File: config.mk
export PLATFORM = sky130hd
export DESIGN_NAME = uil_core
export DESIGN_NICKNAME = d
export VERILOG_FILES = /design/src/hdl/uil_pkg.sv /design/src/hdl/uil_core.sv
export SDC_FILE = /design/constraint.sdc
export NUM_CORES = 1
export LEC_CHECK = 0
export BUFFER_PORTS_ARGS = -buffer_cell sky130_fd_sc_hd__buf_2
export CORE_MARGIN = 2
export CORE_UTILIZATION = 50
export CTS_CLUSTER_DIAMETER = 60
export DETAILED_ROUTE_END_ITERATION = 12
export PLACE_DENSITY = 0.86
export REMOVE_ABC_BUFFERS = 1
export SYNTH_ARGS = -nofsm -noshare
export SYNTH_HDL_FRONTEND = slang
export SYNTH_SLANG_ARGS = --single-unit
File: constraint.sdc
create_clock -name clk_in -period 5.4 [get_ports clk_in]
set_input_delay 0 -clock clk_in [delete_from_list [all_inputs] [get_ports clk_in]]
set_output_delay 0 -clock clk_in [all_outputs]
set_load 0.01 [all_outputs]
File: src/hdl/uil_pkg.sv
// Package for the UART interrupt logic: register map, fields, reset values and carriers
package uil_pkg;

	// Register addresses (A2-A0)
	localparam logic [2:0] ADDR_HOLDING      = 3'h0;
	localparam logic [2:0] ADDR_MASK         = 3'h1;
	localparam logic [2:0] ADDR_SOURCE       = 3'h2;
	localparam logic [2:0] ADDR_LINE_CONTROL = 3'h3;
	localparam logic [2:0] ADDR_LINE_STATUS  = 3'h5;
	localparam logic [2:0] ADDR_MODEM_STATUS = 3'h6;
	localparam logic [2:0] ADDR_FEATURE      = 3'h2;
	localparam logic [2:0] ADDR_RESUME_1     = 3'h4;
	localparam logic [2:0] ADDR_RESUME_2     = 3'h5;
	localparam logic [2:0] ADDR_PAUSE_1      = 3'h6;
	localparam logic [2:0] ADDR_PAUSE_2      = 3'h7;

	// Key in line_control that opens the enhanced bank
	localparam logic [7:0] ENH_ACCESS_KEY    = 8'hbf;

	// Field positions
	localparam int FEAT_ENH_BIT     = 4;
	localparam int FEAT_AUTO_RTS    = 6;
	localparam int FEAT_AUTO_CTS    = 7;
	localparam int MASK_RX_DATA     = 0;
	localparam int MASK_TX_READY    = 1;
	localparam int MASK_LINE        = 2;
	localparam int MASK_MODEM       = 3;
	localparam int MASK_SLEEP       = 4;
	localparam int MASK_PAUSE       = 5;
	localparam int MASK_RTS         = 6;
	localparam int MASK_CTS         = 7;

	// Reset values
	localparam logic [7:0] MASK_RESET    = 8'h00;
	localparam logic [7:0] FEATURE_RESET = 8'h00;
	localparam logic [7:0] CHAR_RESET    = 8'h00;
	localparam logic [7:0] SOURCE_RESET  = 8'h01;

	// Source codes, bits 5:0 of interrupt_source
	localparam logic [5:0] SRC_LINE    = 6'h06;
	localparam logic [5:0] SRC_TIMEOUT = 6'h0c;
	localparam logic [5:0] SRC_RX_DATA = 6'h04;
	localparam logic [5:0] SRC_TX      = 6'h02;
	localparam logic [5:0] SRC_MODEM   = 6'h00;
	localparam logic [5:0] SRC_PAUSE   = 6'h10;
	localparam logic [5:0] SRC_FLOW    = 6'h20;
	localparam logic [5:0] SRC_NONE    = 6'h01;

	// Receive time-out: four characters plus twelve bits
	localparam int TIMEOUT_CHARS = 4;
	localparam int TIMEOUT_BITS  = 12;

	// Host bus request
	typedef struct packed {
		logic       rd;
		logic       wr;
		logic [2:0] addr;
		logic [7:0] data;
	} uil_bus_t;

	// Events and levels from the receiver, transmitter, FIFOs and modem side
	typedef struct packed {
		logic       fifo_en;
		logic [4:0] rx_count;
		logic [4:0] rx_trigger;
		logic       rx_push;
		logic       rx_overrun;
		logic [2:0] head_err;
		logic       fifo_err;
		logic       tx_below_trig;
		logic       tx_empty;
		logic       tx_all_empty;
		logic       bit_tick;
		logic [3:0] char_bits;
		logic [3:0] modem_delta;
		logic [3:0] modem_lines;
		logic       pause_seen;
		logic       resume_seen;
		logic       special_seen;
		logic       special_sel;
		logic       rts_pin;
		logic       cts_pin;
		logic       wake;
	} uil_evt_t;

endpackage : uil_pkg

File: src/hdl/uil_core.sv
// Interrupt enable, priority, status and clearing logic for one UART channel
//
// Functional notes
// - With FIFO on and rx enabled, rx data interrupt follows fill versus trigger.
// - Line status bit 0 set on character into FIFO, cleared when FIFO empty.
// - FIFO on with mask bits 0-3 clear gives polled operation via line status.
// - Line status bits: 1 overrun, 2-4 head error, 5/6 tx empties, 7 fifo error.
// - Mask bit 0 enables rx data interrupt: holding full, or trigger in FIFO mode.
// - Mask bit 1 enables tx ready; fires at once if tx already empty.
// - Mask bit 2: overrun interrupts on arrival, other errors as the character reaches the FIFO head.
// - Mask bit 3: modem delta bits 0-3 raise modem interrupt.
// - Mask bits 4-7 act only with feature bit 4; bit 4 sleep, 5 pause.
// - Mask bit 6: RTS rising interrupts; bit 7: CTS rising interrupts.
// - RTS/CTS change interrupts only while auto flow control is on.
// - Source read returns top pending; a newly pending higher source replaces it on the next edge.
// - Rx time-out after four chars plus twelve bits idle with data held.
// - Tx ready cleared by source read or tx holding write.
// - Line status read clears line interrupt; modem interrupt clears when modem delta bits 0-3 return to 0.
// - Rx data clears when fill drops; time-out clears on holding read.
// - Pause char sets interrupt; source read or resume char clears it.
// - Special char sets interrupt; source read or next character clears it.
// - Modem status read clears RTS/CTS change interrupts.
// - Wake-up indication posted on leaving sleep, cleared by source read.
// - Feature bit 4 gates enhanced fields of other registers.
// - Key in line control maps feature and flow-char registers over standard ones.
// - Source bit 0 reads 0 while pending, 1 otherwise or after wake.
`timescale 1ns/1ps
`default_nettype none

module uil_core
	import uil_pkg::*;
#(
	parameter int TIMER_W = 10
) (
	input  wire logic     clk_in,
	input  wire logic     rstn_in,
	input  wire uil_bus_t bus_in,
	input  wire uil_evt_t evt_in,
	input  wire logic     sleep_exit_in,
	output logic [7:0]    rd_data_out,
	output logic          irq_out,
	output logic [7:0]    feature_out,
	output logic [7:0]    mask_out,
	output logic [7:0]    line_control_out,
	output logic [7:0]    resume_1_out,
	output logic [7:0]    resume_2_out,
	output logic [7:0]    pause_1_out,
	output logic [7:0]    pause_2_out
);

	typedef enum logic [1:0] {
		UIL_IDLE = 2'b01,
		UIL_HELD = 2'b10
	} uil_state_t;

	logic [7:0]  mask_ff;
	logic [7:0]  feature_ff;
	logic [7:0]  lcr_ff;
	logic [7:0]  resume_1_ff;
	logic [7:0]  resume_2_ff;
	logic [7:0]  pause_1_ff;
	logic [7:0]  pause_2_ff;
	logic        tx_pend_ff;
	logic        line_err_ff;
	logic        timeout_ff;
	logic        pause_ff;
	logic        special_ff;
	logic        flow_ff;
	logic        wake_ff;
	logic        rts_d_ff;
	logic        cts_d_ff;
	logic        tx_empty_d_ff;
	logic        tx_en_d_ff;
	logic [TIMER_W-1:0] idle_ff;
	logic [5:0]  held_src_ff;
	uil_state_t  state_ff;
	logic [7:0]  rd_data_ff;
	logic        irq_ff;

	logic        enh_bank;
	logic        enh_on;
	logic        rd_src;
	logic        rd_lsr;
	logic        rd_msr;
	logic        rd_rhr;
	logic        wr_thr;
	logic        rx_data_pend;
	logic        modem_pend;
	logic [TIMER_W-1:0] idle_limit;
	logic [5:0]  nxt_src;
	logic [7:0]  line_status;
	logic [7:0]  nxt_rd;
	logic        rts_rise;
	logic        cts_rise;
	logic        tx_rise;
	logic        pend_any;

	// Access decode; bank key swaps in the enhanced registers
	assign enh_bank = (lcr_ff == ENH_ACCESS_KEY);
	assign enh_on   = feature_ff[FEAT_ENH_BIT];
	assign rd_src   = bus_in.rd && !enh_bank && !lcr_ff[7] && bus_in.addr == ADDR_SOURCE;
	assign rd_lsr   = bus_in.rd && !enh_bank && bus_in.addr == ADDR_LINE_STATUS;
	assign rd_msr   = bus_in.rd && !enh_bank && bus_in.addr == ADDR_MODEM_STATUS;
	assign rd_rhr   = bus_in.rd && !lcr_ff[7] && bus_in.addr == ADDR_HOLDING;
	assign wr_thr   = bus_in.wr && !lcr_ff[7] && bus_in.addr == ADDR_HOLDING;

	// Line status assembled from the receive and transmit sides
	assign line_status = {evt_in.fifo_err, evt_in.tx_all_empty, evt_in.tx_empty,
		evt_in.head_err, evt_in.rx_overrun, (evt_in.rx_count != 5'h00)};

	// Rx data: trigger level with FIFO on, any character otherwise
	assign rx_data_pend = mask_ff[MASK_RX_DATA] && (evt_in.fifo_en ?
		(evt_in.rx_count >= evt_in.rx_trigger) : (evt_in.rx_count != 5'h00));

	assign modem_pend = mask_ff[MASK_MODEM] && (evt_in.modem_delta != 4'h0);

	// Time-out limit in bit times: four characters plus twelve bits
	assign idle_limit = TIMER_W'(TIMEOUT_CHARS) * TIMER_W'(evt_in.char_bits) + TIMER_W'(TIMEOUT_BITS);

	assign rts_rise = evt_in.rts_pin && !rts_d_ff;
	assign cts_rise = evt_in.cts_pin && !cts_d_ff;
	assign tx_rise  = evt_in.tx_below_trig && !tx_empty_d_ff;

	// Highest pending source picks the code
	always_comb begin
		if (line_err_ff && mask_ff[MASK_LINE]) begin
			nxt_src = SRC_LINE;
		end else if (timeout_ff && mask_ff[MASK_RX_DATA]) begin
			nxt_src = SRC_TIMEOUT;
		end else if (rx_data_pend) begin
			nxt_src = SRC_RX_DATA;
		end else if (tx_pend_ff) begin
			nxt_src = SRC_TX;
		end else if (modem_pend) begin
			nxt_src = SRC_MODEM;
		end else if ((pause_ff || special_ff) && enh_on && mask_ff[MASK_PAUSE]) begin
			nxt_src = SRC_PAUSE;
		end else if (flow_ff && enh_on) begin
			nxt_src = SRC_FLOW;
		end else begin
			nxt_src = SRC_NONE;
		end
	end

	assign pend_any = (nxt_src != SRC_NONE);

	// Control registers written by the host
	always_ff @(posedge clk_in or negedge rstn_in) begin
		if (!rstn_in) begin
			mask_ff     <= MASK_RESET;
			feature_ff  <= FEATURE_RESET;
			lcr_ff      <= 8'h00;
			resume_1_ff <= CHAR_RESET;
			resume_2_ff <= CHAR_RESET;
			pause_1_ff  <= CHAR_RESET;
			pause_2_ff  <= CHAR_RESET;
		end else if (bus_in.wr) begin
			if (bus_in.addr == ADDR_LINE_CONTROL) begin
				lcr_ff <= bus_in.data;
			end else if (enh_bank) begin
				case (bus_in.addr)
					ADDR_FEATURE:  feature_ff  <= bus_in.data;
					ADDR_RESUME_1: resume_1_ff <= bus_in.data;
					ADDR_RESUME_2: resume_2_ff <= bus_in.data;
					ADDR_PAUSE_1:  pause_1_ff  <= bus_in.data;
					ADDR_PAUSE_2:  pause_2_ff  <= bus_in.data;
					default: begin
					end
				endcase
			end else if (!lcr_ff[7] && bus_in.addr == ADDR_MASK) begin
				// Upper bits held unchanged unless enhanced mode is on
				mask_ff <= enh_on ? bus_in.data : {mask_ff[7:4], bus_in.data[3:0]};
			end
		end
	end

	// Tx ready: edge of empty or enable rising while empty; set wins over clear
	always_ff @(posedge clk_in or negedge rstn_in) begin
		if (!rstn_in) begin
			tx_pend_ff    <= 1'b0;
			tx_empty_d_ff <= 1'b0;
			tx_en_d_ff    <= 1'b0;
		end else begin
			tx_empty_d_ff <= evt_in.tx_below_trig;
			tx_en_d_ff    <= mask_ff[MASK_TX_READY];
			if (mask_ff[MASK_TX_READY] && evt_in.tx_below_trig && (tx_rise || !tx_en_d_ff)) begin
				tx_pend_ff <= 1'b1;
			end else if (!mask_ff[MASK_TX_READY] || wr_thr || (rd_src && held_src_ff == SRC_TX)) begin
				tx_pend_ff <= 1'b0;
			end
		end
	end

	// Line errors: overrun on arrival, others as head reaches holding position
	always_ff @(posedge clk_in or negedge rstn_in) begin
		if (!rstn_in) begin
			line_err_ff <= 1'b0;
		end else if (evt_in.rx_overrun || evt_in.head_err != 3'h0) begin
			line_err_ff <= 1'b1;
		end else if (rd_lsr) begin
			line_err_ff <= 1'b0;
		end
	end

	// Receive idle timer counted in bit ticks while data is held
	always_ff @(posedge clk_in or negedge rstn_in) begin
		if (!rstn_in) begin
			idle_ff    <= '0;
			timeout_ff <= 1'b0;
		end else begin
			if (evt_in.rx_push || rd_rhr || evt_in.rx_count == 5'h00) begin
				idle_ff <= '0;
			end else if (evt_in.bit_tick && idle_ff != idle_limit) begin
				idle_ff <= idle_ff + 1'b1;
			end
			if (evt_in.fifo_en && evt_in.rx_count != 5'h00 && idle_ff == idle_limit
				&& !rd_rhr) begin
				timeout_ff <= 1'b1;
			end else if (rd_rhr || evt_in.rx_count == 5'h00) begin
				timeout_ff <= 1'b0;
			end
		end
	end

	// Pause and special character flags
	always_ff @(posedge clk_in or negedge rstn_in) begin
		if (!rstn_in) begin
			pause_ff   <= 1'b0;
			special_ff <= 1'b0;
		end else begin
			if (evt_in.pause_seen) begin
				pause_ff <= 1'b1;
			end else if (evt_in.resume_seen || (rd_src && held_src_ff == SRC_PAUSE)) begin
				pause_ff <= 1'b0;
			end
			if (evt_in.special_seen && evt_in.special_sel) begin
				special_ff <= 1'b1;
			end else if (evt_in.rx_push || (rd_src && held_src_ff == SRC_PAUSE)) begin
				special_ff <= 1'b0;
			end
		end
	end

	// Flow-control change on rising RTS/CTS under automatic flow control
	always_ff @(posedge clk_in or negedge rstn_in) begin
		if (!rstn_in) begin
			flow_ff  <= 1'b0;
			rts_d_ff <= 1'b0;
			cts_d_ff <= 1'b0;
		end else begin
			rts_d_ff <= evt_in.rts_pin;
			cts_d_ff <= evt_in.cts_pin;
			if ((rts_rise && mask_ff[MASK_RTS] && feature_ff[FEAT_AUTO_RTS]) ||
				(cts_rise && mask_ff[MASK_CTS] && feature_ff[FEAT_AUTO_CTS])) begin
				flow_ff <= 1'b1;
			end else if (rd_msr) begin
				flow_ff <= 1'b0;
			end
		end
	end

	// Wake-up indication; shows as "no interrupt" in the source code
	always_ff @(posedge clk_in or negedge rstn_in) begin
		if (!rstn_in) begin
			wake_ff <= 1'b0;
		end else if (sleep_exit_in) begin
			wake_ff <= 1'b1;
		end else if (rd_src) begin
			wake_ff <= 1'b0;
		end
	end

	// Held source: code follows the top pending source one edge later
	always_ff @(posedge clk_in or negedge rstn_in) begin
		if (!rstn_in) begin
			state_ff    <= UIL_IDLE;
			held_src_ff <= SRC_NONE;
		end else begin
			case (state_ff)
				UIL_IDLE: begin
					held_src_ff <= nxt_src;
					if (pend_any) begin
						state_ff <= UIL_HELD;
					end
				end
				UIL_HELD: begin
					// Lower sources wait; a higher one replaces this code on the next edge
					if (nxt_src != held_src_ff) begin
						held_src_ff <= nxt_src;
						state_ff    <= pend_any ? UIL_HELD : UIL_IDLE;
					end
				end
				default: begin
					state_ff    <= UIL_IDLE;
					held_src_ff <= SRC_NONE;
				end
			endcase
		end
	end

	// Read data mux
	always_comb begin
		nxt_rd = 8'h00;
		if (enh_bank && bus_in.addr != ADDR_LINE_CONTROL) begin
			case (bus_in.addr)
				ADDR_FEATURE:  nxt_rd = feature_ff;
				ADDR_RESUME_1: nxt_rd = resume_1_ff;
				ADDR_RESUME_2: nxt_rd = resume_2_ff;
				ADDR_PAUSE_1:  nxt_rd = pause_1_ff;
				ADDR_PAUSE_2:  nxt_rd = pause_2_ff;
				default:       nxt_rd = 8'h00;
			endcase
		end else begin
			case (bus_in.addr)
				ADDR_MASK:         nxt_rd = enh_on ? mask_ff : {4'h0, mask_ff[3:0]};
				ADDR_SOURCE:       nxt_rd = {{2{evt_in.fifo_en}},
					enh_on ? held_src_ff[5:4] : 2'b00, held_src_ff[3:0]};
				ADDR_LINE_CONTROL: nxt_rd = lcr_ff;
				ADDR_LINE_STATUS:  nxt_rd = line_status;
				ADDR_MODEM_STATUS: nxt_rd = {evt_in.modem_lines, evt_in.modem_delta};
				default:           nxt_rd = 8'h00;
			endcase
		end
	end

	// Registered outputs; the interrupt line follows the pending sources
	always_ff @(posedge clk_in or negedge rstn_in) begin
		if (!rstn_in) begin
			rd_data_ff <= 8'h00;
			irq_ff     <= 1'b0;
		end else begin
			rd_data_ff <= nxt_rd;
			// Wake-up also raises the line, but its source code still reads as none
			irq_ff     <= pend_any || wake_ff;
		end
	end

	assign rd_data_out      = rd_data_ff;
	assign irq_out          = irq_ff;
	assign feature_out      = feature_ff;
	assign mask_out         = mask_ff;
	assign line_control_out = lcr_ff;
	assign resume_1_out     = resume_1_ff;
	assign resume_2_out     = resume_2_ff;
	assign pause_1_out      = pause_1_ff;
	assign pause_2_out      = pause_2_ff;

endmodule : uil_core

`default_nettype wire

==> metrics.txt, run 1 <==
# TYPE chip_impl_metric gauge
chip_impl_metric{name="synth.ff_latch_count",unit=""} 94
chip_impl_metric{name="p_clk_share",unit="%"} 25.4
chip_impl_metric{name="initial_antenna_violation_count",unit=""} 0
chip_impl_metric{name="finalHoldViolations",unit=""} 0
chip_impl_metric{name="leakage",unit="nW"} 2.95
chip_impl_metric{name="finalMaxSlewViolations",unit=""} 0
chip_impl_metric{name="layout.nets",unit=""} 647
chip_impl_metric{name="synth-edff-count",unit=""} 0
chip_impl_metric{name="synth_fa_ha_area_share",unit="%"} 2.54
chip_impl_metric{name="maxCapViolCount",unit=""} 0
chip_impl_metric{name="num_io_pins",unit=""} 121
chip_impl_info{name="worst_setup_path_class",value="register to register"} 1
chip_impl_metric{name="synthToLayoutAreaGrowth",unit="%"} 22.6
chip_impl_metric{name="drc_errors",unit=""} 0
chip_impl_info{name="root_buffer",value="sky130_fd_sc_hd__clkbuf_8"} 1
chip_impl_metric{name="n_antenna_cell",unit=""} 0
chip_impl_metric{name="power.ir.vdd_worst",unit="V"} 0.000188
chip_impl_metric{name="layout_worst_path_cycle_share",unit="%"} 47.3
chip_impl_metric{name="numCtsBuffers",unit=""} 9
chip_impl_metric{name="cts.repair.resized",unit=""} 0
chip_impl_metric{name="wl",unit="µm"} 13100
chip_impl_info{name="largest-register",value="idle_ff"} 1
chip_impl_metric{name="post_synthesis_compound_gate_area_fraction",unit="%"} 11.6
chip_impl_metric{name="ys_warn_count",unit=""} 0
chip_impl_metric{name="synth.lib_cells_used.distinct",unit=""} 59
chip_impl_metric{name="postSynth.asyncResetShare",unit="%"} 100
chip_impl_metric{name="clk_path_buf_depth",unit=""} 2
chip_impl_metric{name="cp.required",unit="ns"} 5.65
chip_impl_metric{name="floorplan.core_area",unit="mm²"} 0.00964
chip_impl_metric{name="proportion_of_layout_cells_with_a_drive_suffix_above_1",unit="%"} 37.5
chip_impl_metric{name="max-slew-margin-rel",unit="%"} 42.1
chip_impl_metric{name="sequential_fraction_of_design_power",unit="%"} 50.9
chip_impl_metric{name="clk_transition_reported_paths",unit="ns"} 0.09
chip_impl_metric{name="floorplan.initialDensity",unit="%"} 51.0
chip_impl_metric{name="detail_route.vias_per_cell",unit=""} 5.74
chip_impl_metric{name="final.setup.worst_slack",unit="ns"} 2.85
chip_impl_metric{name="swShare",unit="%"} 31.8
chip_impl_metric{name="reg2regPathDepth",unit=""} 5
chip_impl_info{name="run_status",value="completed"} 1
chip_impl_metric{name="syn-cell-area",unit="mm²"} 0.00492
chip_impl_metric{name="worst_ep_arrival_time",unit="ns"} 2.81
chip_impl_metric{name="first_pass_iters",unit=""} 5
chip_impl_info{name="dominantRegCellSynth",value="sky130_fd_sc_hd__dfrtp_1"} 1
chip_impl_info{name="synth_top_family_by_area",value="multiplexers"} 1
chip_impl_metric{name="flip_flop_count_of_the_largest_register_after_layout",unit=""} 10
chip_impl_metric{name="max_freq",unit="MHz"} 392
chip_impl_metric{name="detailedRoute.firstIterationViolations",unit=""} 276
chip_impl_metric{name="synth_mux_area_share",unit="%"} 19.3
chip_impl_info{name="hold_path_class",value="input port to register"} 1
chip_impl_metric{name="die_area",unit="mm²"} 0.0106
chip_impl_metric{name="final_antenna_net_count",unit=""} 0
chip_impl_metric{name="cts_sinks",unit=""} 94
chip_impl_metric{name="gp_routability_congestion",unit=""} 0.888
chip_impl_metric{name="combPwrFrac",unit="%"} 23.7
chip_impl_metric{name="htree_num_levels",unit=""} 3
chip_impl_metric{name="totalNegativeSetupSlack",unit="ns"} 0
chip_impl_info{name="timing.critical_path.from_type",value="register"} 1
chip_impl_metric{name="final-setup-viol-count",unit=""} 0
chip_impl_metric{name="post_drt_wl_per_cell",unit="µm"} 18.3
chip_impl_metric{name="preCtsSetupSlack",unit="ns"} 2.74
chip_impl_metric{name="std_cell_rows",unit=""} 36
chip_impl_metric{name="total_global_route_track_usage",unit="%"} 25.6
chip_impl_metric{name="power_per_cell_area",unit="mW/mm²"} 271
chip_impl_metric{name="ys_seq_area_share",unit="%"} 47.9
chip_impl_metric{name="syn-instance-count",unit=""} 440
chip_impl_metric{name="die_w",unit="µm"} 103
chip_impl_metric{name="critical_path_peak_fanout",unit=""} 13
chip_impl_metric{name="worstMarginPinSlew",unit="ns"} 0.867
chip_impl_metric{name="grt_first_pass_wirelength",unit="µm"} 20800
chip_impl_info{name="critical_path.endpoint_type",value="register"} 1
chip_impl_metric{name="avgSynthCellArea",unit="µm²"} 11.2
chip_impl_metric{name="die_y_extent",unit="µm"} 103
chip_impl_metric{name="detailed_place_hpwl",unit="µm"} 9470
chip_impl_metric{name="port-buffer-count",unit=""} 119
chip_impl_metric{name="global_route.overflow_total",unit=""} 0
chip_impl_metric{name="synth_simple_gate_area_share",unit="%"} 13.5
chip_impl_metric{name="finalClockSkew",unit="ns"} 0.0130
chip_impl_metric{name="min_delay_path_depth",unit=""} 3
chip_impl_metric{name="yosys.area_share.xor_xnor",unit="%"} 2.67
chip_impl_metric{name="holdWs",unit="ns"} 0.0282
chip_impl_metric{name="min_period",unit="ns"} 2.55
chip_impl_info{name="cts_tree",value="yes"} 1
chip_impl_metric{name="cellInternalPower",unit="mW"} 1.11
chip_impl_metric{name="clock_latency",unit="ns"} 0.37
chip_impl_info{name="rsz0062_at_grt",value="false"} 1
chip_impl_metric{name="detailroute.via_count",unit=""} 4127
chip_impl_metric{name="net_sw_power",unit="µW"} 520
chip_impl_metric{name="largest_net_degree_at_the_start_of_global_routing",unit=""} 54
chip_impl_metric{name="number_of_global_route_vias_before_repair",unit=""} 4199
worst paths after layout:
check	endpoint	from	slack (ns)
hold / removal	rd_data_out[7]$_DFF_PN0_	evt_in[23]	0.03
min in group asynchronous	resume_1_out[7]$_DFFE_PN0P_	rstn_in	0.16
setup / recovery	pause_1_out[7]$_DFFE_PN0P_	line_control_out[5]$_DFFE_PN0P_	2.85
hold reg to reg	irq_out$_DFF_PN0_	wake_ff$_DFFE_PN0P_	0.47
setup reg to reg	pause_1_out[7]$_DFFE_PN0P_	line_control_out[5]$_DFFE_PN0P_	2.85
max in group asynchronous	irq_out$_DFF_PN0_	rstn_in	4.16
critical path, stage by stage, from the launching register on:
cell and delay [ns]:
sky130_fd_sc_hd__dfrtp_1 0.43, sky130_fd_sc_hd__nand4_1 0.12, sky130_fd_sc_hd__or4b_4 0.64, sky130_fd_sc_hd__or2_1 0.36
sky130_fd_sc_hd__nor2_2 0.49, sky130_fd_sc_hd__mux2_2 0.40
per-layer routing:
metal / part of all wire, % / track usage (%)
met4: 2.3 / 9.21
met1: 41 / 31.9
met3: 7.7 / 7.59
met5: 0 / 0
met2: 49 / 42.5
cells in the final DEF (no fill, tap or decap), drive strengths merged, types with 3 or more instances in the layout:
| master | synthesis | layout |
|---|---|---|
| buf | 4 | 120 |
| dfrtp | 92 | 92 |
| mux2 | 61 | 61 |
| nor2 | 31 | 31 |
| nand2 | 30 | 30 |
| a21oi | 28 | 28 |
| dlygate4sd3 | 0 | 22 |
| inv | 21 | 22 |
| o21ai | 20 | 20 |
| nand3 | 13 | 13 |
| mux2i | 11 | 11 |
| clkbuf | 8 | 11 |
| ha | 10 | 10 |
| xor2 | 9 | 9 |
| nand2b | 8 | 8 |
| mux4 | 6 | 6 |
| and3 | 6 | 6 |
| nor4 | 6 | 6 |
| xnor2 | 6 | 6 |
| nor3 | 6 | 6 |
| o22ai | 5 | 5 |
| or3 | 5 | 5 |
| a22o | 4 | 4 |
| a221oi | 4 | 4 |
| and2 | 4 | 4 |
| nand4 | 3 | 3 |
| nor2b | 3 | 3 |
| a22oi | 3 | 3 |
| or2 | 3 | 3 |
| clkinv | 0 | 3 |
cell usage after synthesis (3+ instances only):
cell	n	area share, %
sky130_fd_sc_hd__dfrtp_1	92	47
sky130_fd_sc_hd__mux2_2	57	13
sky130_fd_sc_hd__nand2_1	30	2.3
sky130_fd_sc_hd__a21oi_1	28	2.8
sky130_fd_sc_hd__nor2_1	28	2.1
sky130_fd_sc_hd__inv_1	21	1.6
sky130_fd_sc_hd__o21ai_0	20	2.0
sky130_fd_sc_hd__nand3_1	12	1.2
sky130_fd_sc_hd__mux2i_1	11	2.2
sky130_fd_sc_hd__ha_1	10	2.5
sky130_fd_sc_hd__xor2_1	9	1.6
sky130_fd_sc_hd__clkbuf_1	8	0.61
sky130_fd_sc_hd__nand2b_1	8	1.0
sky130_fd_sc_hd__and3_1	6	0.76
sky130_fd_sc_hd__mux4_2	6	2.7
sky130_fd_sc_hd__nor4_1	6	0.76
sky130_fd_sc_hd__xnor2_1	6	1.1
sky130_fd_sc_hd__o22ai_1	5	0.64
sky130_fd_sc_hd__or3_1	5	0.64
sky130_fd_sc_hd__a221oi_1	4	0.71
sky130_fd_sc_hd__a22o_1	4	0.71
sky130_fd_sc_hd__mux2_4	4	1.2
sky130_fd_sc_hd__nor3_1	4	0.41
sky130_fd_sc_hd__a22oi_1	3	0.46
sky130_fd_sc_hd__and2_1	3	0.38
sky130_fd_sc_hd__nand4_1	3	0.38
sky130_fd_sc_hd__nor2_2	3	0.38
sky130_fd_sc_hd__nor2b_1	3	0.38
stage by stage:
step | area, µm² | utilization, % | std cells | power [mW]
6_report | 6030 | 62.5 | 719 | 1.63
3_3_place_gp | 5640 | 58.5 | 681 | 1.20
3_5_place_dp | 5640 | 58.5 | 681 | 1.21
5_1_grt | 6030 | 62.5 | 719 | 1.71
2_1_floorplan | 4870 | - | 428 | 1.06
4_1_cts | 6030 | 62.5 | 719 | 1.64
timing repair:
action                     in CTS  in global routing
setup endpoints to repair       0                  0
hold endpoints to repair      108                  0
buffers inserted                0                  0
hold buffers                   22                  0
layout make-up:
type / count / area (µm²)
Fill cell: 785 / 3610
Multi-Input combinational cell: 313 / 2440
Sequential cell: 94 / 2350
Timing Repair Buffer: 142 / 826
Tap cell: 133 / 166
Clock buffer: 11 / 131
Inverter: 21 / 78.8
Clock inverter: 5 / 35.0
cell families (layout without fill, tap and decap cells):
group | Yosys count | in the layout
buffers and inverters | 33 | 179
and+or+nand+nor | 125 | 125
xor gates and xnor gates | 15 | 15
muxes | 78 | 78
AOI/OAI and AO/OA | 85 | 85
DFF | 94 | 94
adders and majority gates | 10 | 10
power by group through the flow:
stage / registers (mW) / clock network [mW] / logic, mW
floorplan: 0.837 / 0 / 0.221
global placement: 0.840 / 0 / 0.356
detailed placement: 0.842 / 0 / 0.370
CTS: 0.829 / 0.425 / 0.384
global route: 0.838 / 0.453 / 0.423
finish: 0.832 / 0.416 / 0.387
No activity file was read; power rests on OpenSTA's default activity.
==> run 2, diff against run 1 <==
- clock period: 5.4 -> 2.55 ns (I/O delays scaled with it)
==> run 2 against run 1 <==
  * Largest power group unchanged
  * Highest routed layer unchanged
  * Clock skew is 0.0045 ns lower
  * Sequential share of layout area is 1.1 points lower
  * Largest cell class unchanged
  * Wire length is 5.9% higher
  * Die area stayed put
  * Via count is 3.0% higher
  * Setup slack worse by 2.8 ns
==> metrics.txt, run 2 (synthesis gave the netlist of run 1 again) <==
# TYPE chip_impl_metric gauge
chip_impl_info{name="run_status",value="completed"} 1
chip_impl_metric{name="fillCellCount",unit=""} 777
chip_impl_metric{name="gp_routability_congestion",unit=""} 0.869
chip_impl_info{name="largest-register",value="idle_ff"} 1
chip_impl_metric{name="detailed_place_hpwl",unit="µm"} 9960
chip_impl_metric{name="numCtsBuffers",unit=""} 9
chip_impl_metric{name="clk_path_buf_depth",unit=""} 2
chip_impl_metric{name="totalNegativeSetupSlack",unit="ns"} 0
chip_impl_metric{name="maxCapViolCount",unit=""} 0
chip_impl_info{name="critical_path.endpoint_type",value="register"} 1
chip_impl_metric{name="multi_input_comb_area",unit="mm²"} 0.00244
chip_impl_info{name="rsz0062_at_grt",value="false"} 1
chip_impl_metric{name="die_y_extent",unit="µm"} 103
chip_impl_info{name="layout.cells.most_common_list",value="sky130_fd_sc_hd__buf_2 (118), sky130_fd_sc_hd__dfrtp_1 (92), sky130_fd_sc_hd__mux2_2 (57)"} 1
chip_impl_metric{name="post_drt_wl_per_cell",unit="µm"} 18.9
chip_impl_metric{name="grt_first_pass_wirelength",unit="µm"} 21700
chip_impl_info{name="hold_path_class",value="input port to register"} 1
chip_impl_metric{name="flip_flop_count_of_the_largest_register_after_layout",unit=""} 10
chip_impl_metric{name="leakage",unit="nW"} 3.06
chip_impl_metric{name="number_of_global_route_vias_before_repair",unit=""} 4388
chip_impl_info{name="worst_setup_path_class",value="register to register"} 1
chip_impl_info{name="cts_tree",value="yes"} 1
chip_impl_metric{name="die_w",unit="µm"} 103
chip_impl_metric{name="power_per_cell_area",unit="mW/mm²"} 581
chip_impl_metric{name="worstMarginPinSlew",unit="ns"} 0.544
chip_impl_metric{name="port-buffer-count",unit=""} 119
chip_impl_metric{name="layout_worst_path_cycle_share",unit="%"} 96.9
chip_impl_metric{name="finalClockSkew",unit="ns"} 0.00851
chip_impl_metric{name="global_route.overflow_total",unit=""} 0
chip_impl_metric{name="detailedRoute.firstIterationViolations",unit=""} 362
chip_impl_metric{name="die_area",unit="mm²"} 0.0106
chip_impl_metric{name="final-seq-area",unit="mm²"} 0.00235
chip_impl_metric{name="floorplan.initialDensity",unit="%"} 51.0
chip_impl_metric{name="htree_num_levels",unit=""} 3
chip_impl_info{name="layout.cells.most_common",value="sky130_fd_sc_hd__buf_2"} 1
chip_impl_metric{name="critical_path_peak_fanout",unit=""} 5
chip_impl_metric{name="total_global_route_track_usage",unit="%"} 26.8
chip_impl_metric{name="finalMaxSlewViolations",unit=""} 0
chip_impl_metric{name="drc_errors",unit=""} 0
chip_impl_info{name="timing.critical_path.from_type",value="register"} 1
chip_impl_metric{name="layout.nets",unit=""} 665
chip_impl_metric{name="max-slew-margin-rel",unit="%"} 63.7
chip_impl_metric{name="std_cell_rows",unit=""} 36
chip_impl_metric{name="first_pass_iters",unit=""} 5
chip_impl_metric{name="clock_latency",unit="ns"} 0.37
chip_impl_metric{name="detailroute.via_count",unit=""} 4249
chip_impl_metric{name="wl",unit="µm"} 13900
chip_impl_metric{name="synthToLayoutAreaGrowth",unit="%"} 26.2
chip_impl_metric{name="max_freq",unit="MHz"} 405
chip_impl_metric{name="final_antenna_net_count",unit=""} 0
chip_impl_info{name="root_buffer",value="sky130_fd_sc_hd__clkbuf_8"} 1
chip_impl_metric{name="largest_net_degree_at_the_start_of_global_routing",unit=""} 54
chip_impl_metric{name="cts_sinks",unit=""} 94
chip_impl_metric{name="worst_ep_arrival_time",unit="ns"} 2.73
chip_impl_metric{name="holdWs",unit="ns"} 0.0334
chip_impl_metric{name="min_period",unit="ns"} 2.47
chip_impl_metric{name="power.ir.vdd_worst",unit="V"} 0.000618
chip_impl_metric{name="clk_transition_reported_paths",unit="ns"} 0.09
chip_impl_metric{name="num_io_pins",unit=""} 121
chip_impl_metric{name="detail_route.vias_per_cell",unit=""} 5.77
chip_impl_metric{name="cts_setup_buffers",unit=""} 0
chip_impl_metric{name="floorplan.core_area",unit="mm²"} 0.00964
chip_impl_metric{name="cp.required",unit="ns"} 2.81
chip_impl_metric{name="initial_antenna_violation_count",unit=""} 0
chip_impl_metric{name="n_antenna_cell",unit=""} 0
chip_impl_metric{name="proportion_of_layout_cells_with_a_drive_suffix_above_1",unit="%"} 39.6
chip_impl_metric{name="finalHoldViolations",unit=""} 0
chip_impl_metric{name="final-setup-viol-count",unit=""} 0
run 2: cell count changes in the layout (fill, tap and decap cells not counted), sizes merged:
| cell | previous run | this run |
|---|---|---|
| clkinvlp | 1 | 2 |
| clkinv | 3 | 1 |
| buf | 120 | 138 |
| bufinv | 0 | 1 |
run 2: per-stage QoR:
stage                     worst slack (ns)  cells  power, mW  util [%]  area, µm²
after CTS                           0.0234    737       3.60      64.3       6200
final                               0.0785    737       3.60      64.4       6210
after detailed placement             0.123    699       2.60      60.1       5790
after global routing                0.0312    737       3.76      64.4       6210
after global placement               0.223    699       2.57      60.1       5790
after floorplan                      0.270    428       2.24         -       4870
run 2: critical path: stages (launching register included):
cell                            delay, ns
sky130_fd_sc_hd__dfrtp_1             0.39
sky130_fd_sc_hd__buf_4               0.16
sky130_fd_sc_hd__or3_1               0.45
sky130_fd_sc_hd__nor4_2              0.34
sky130_fd_sc_hd__nand3_1             0.19
sky130_fd_sc_hd__a31o_2              0.28
sky130_fd_sc_hd__dlygate4sd3_1       0.55
run 2: metal layers:
layer	track usage [%]	wire [µm]	up-vias	part of all wire, %
met3	7.46	1240	34	8.9
met1	32.5	5440	2064	39
met5	0	0	-	0
met4	10.9	315	0	2.3
met2	45.3	6900	234	50
li1	-	-	1917	-
run 2: cell type report:
type                    count  area share [%]
clock buffers              11            2.12
clock inverters             5           0.948
repair buffers            160            15.7
multi-input cells         313            39.4
flip-flops and latches     94            37.9
inverters                  21            1.27
well taps                 133            2.68
run 2: worst paths after layout:
kind	cells past startpoint	slack [ns]	endpoint	from
min reg2reg	0	0.47	tx_en_d_ff$_DFF_PN0_	mask_out[1]$_DFFE_PN0P_
max	6	0.08	pause_ff$_DFFE_PN0P_	line_control_out[7]$_DFFE_PN0P_
min in group asynchronous	2	0.15	pause_1_out[7]$_DFFE_PN0P_	rstn_in
max reg2reg	6	0.08	pause_ff$_DFFE_PN0P_	line_control_out[7]$_DFFE_PN0P_
max in group asynchronous	3	1.73	rd_data_out[3]$_DFF_PN0_	rstn_in
min	3	0.03	rd_data_out[7]$_DFF_PN0_	evt_in[23]
run 2: power breakdown:
| group | switching, mW | total [mW] | internal [mW] |
|---|---|---|---|
| sequential | 0.130 | 1.75 | 1.62 |
| clock | 0.523 | 0.979 | 0.456 |
| combinational | 0.459 | 0.871 | 0.411 |
| total | 1.11 | 3.60 | 2.49 |
run 2: repair_timing:
action,4_1_cts,5_1_grt
endpoints found under the setup margin,0,1
gates resized for setup,0,1
hold buffers,22,0
endpoints found under the hold margin,103,0
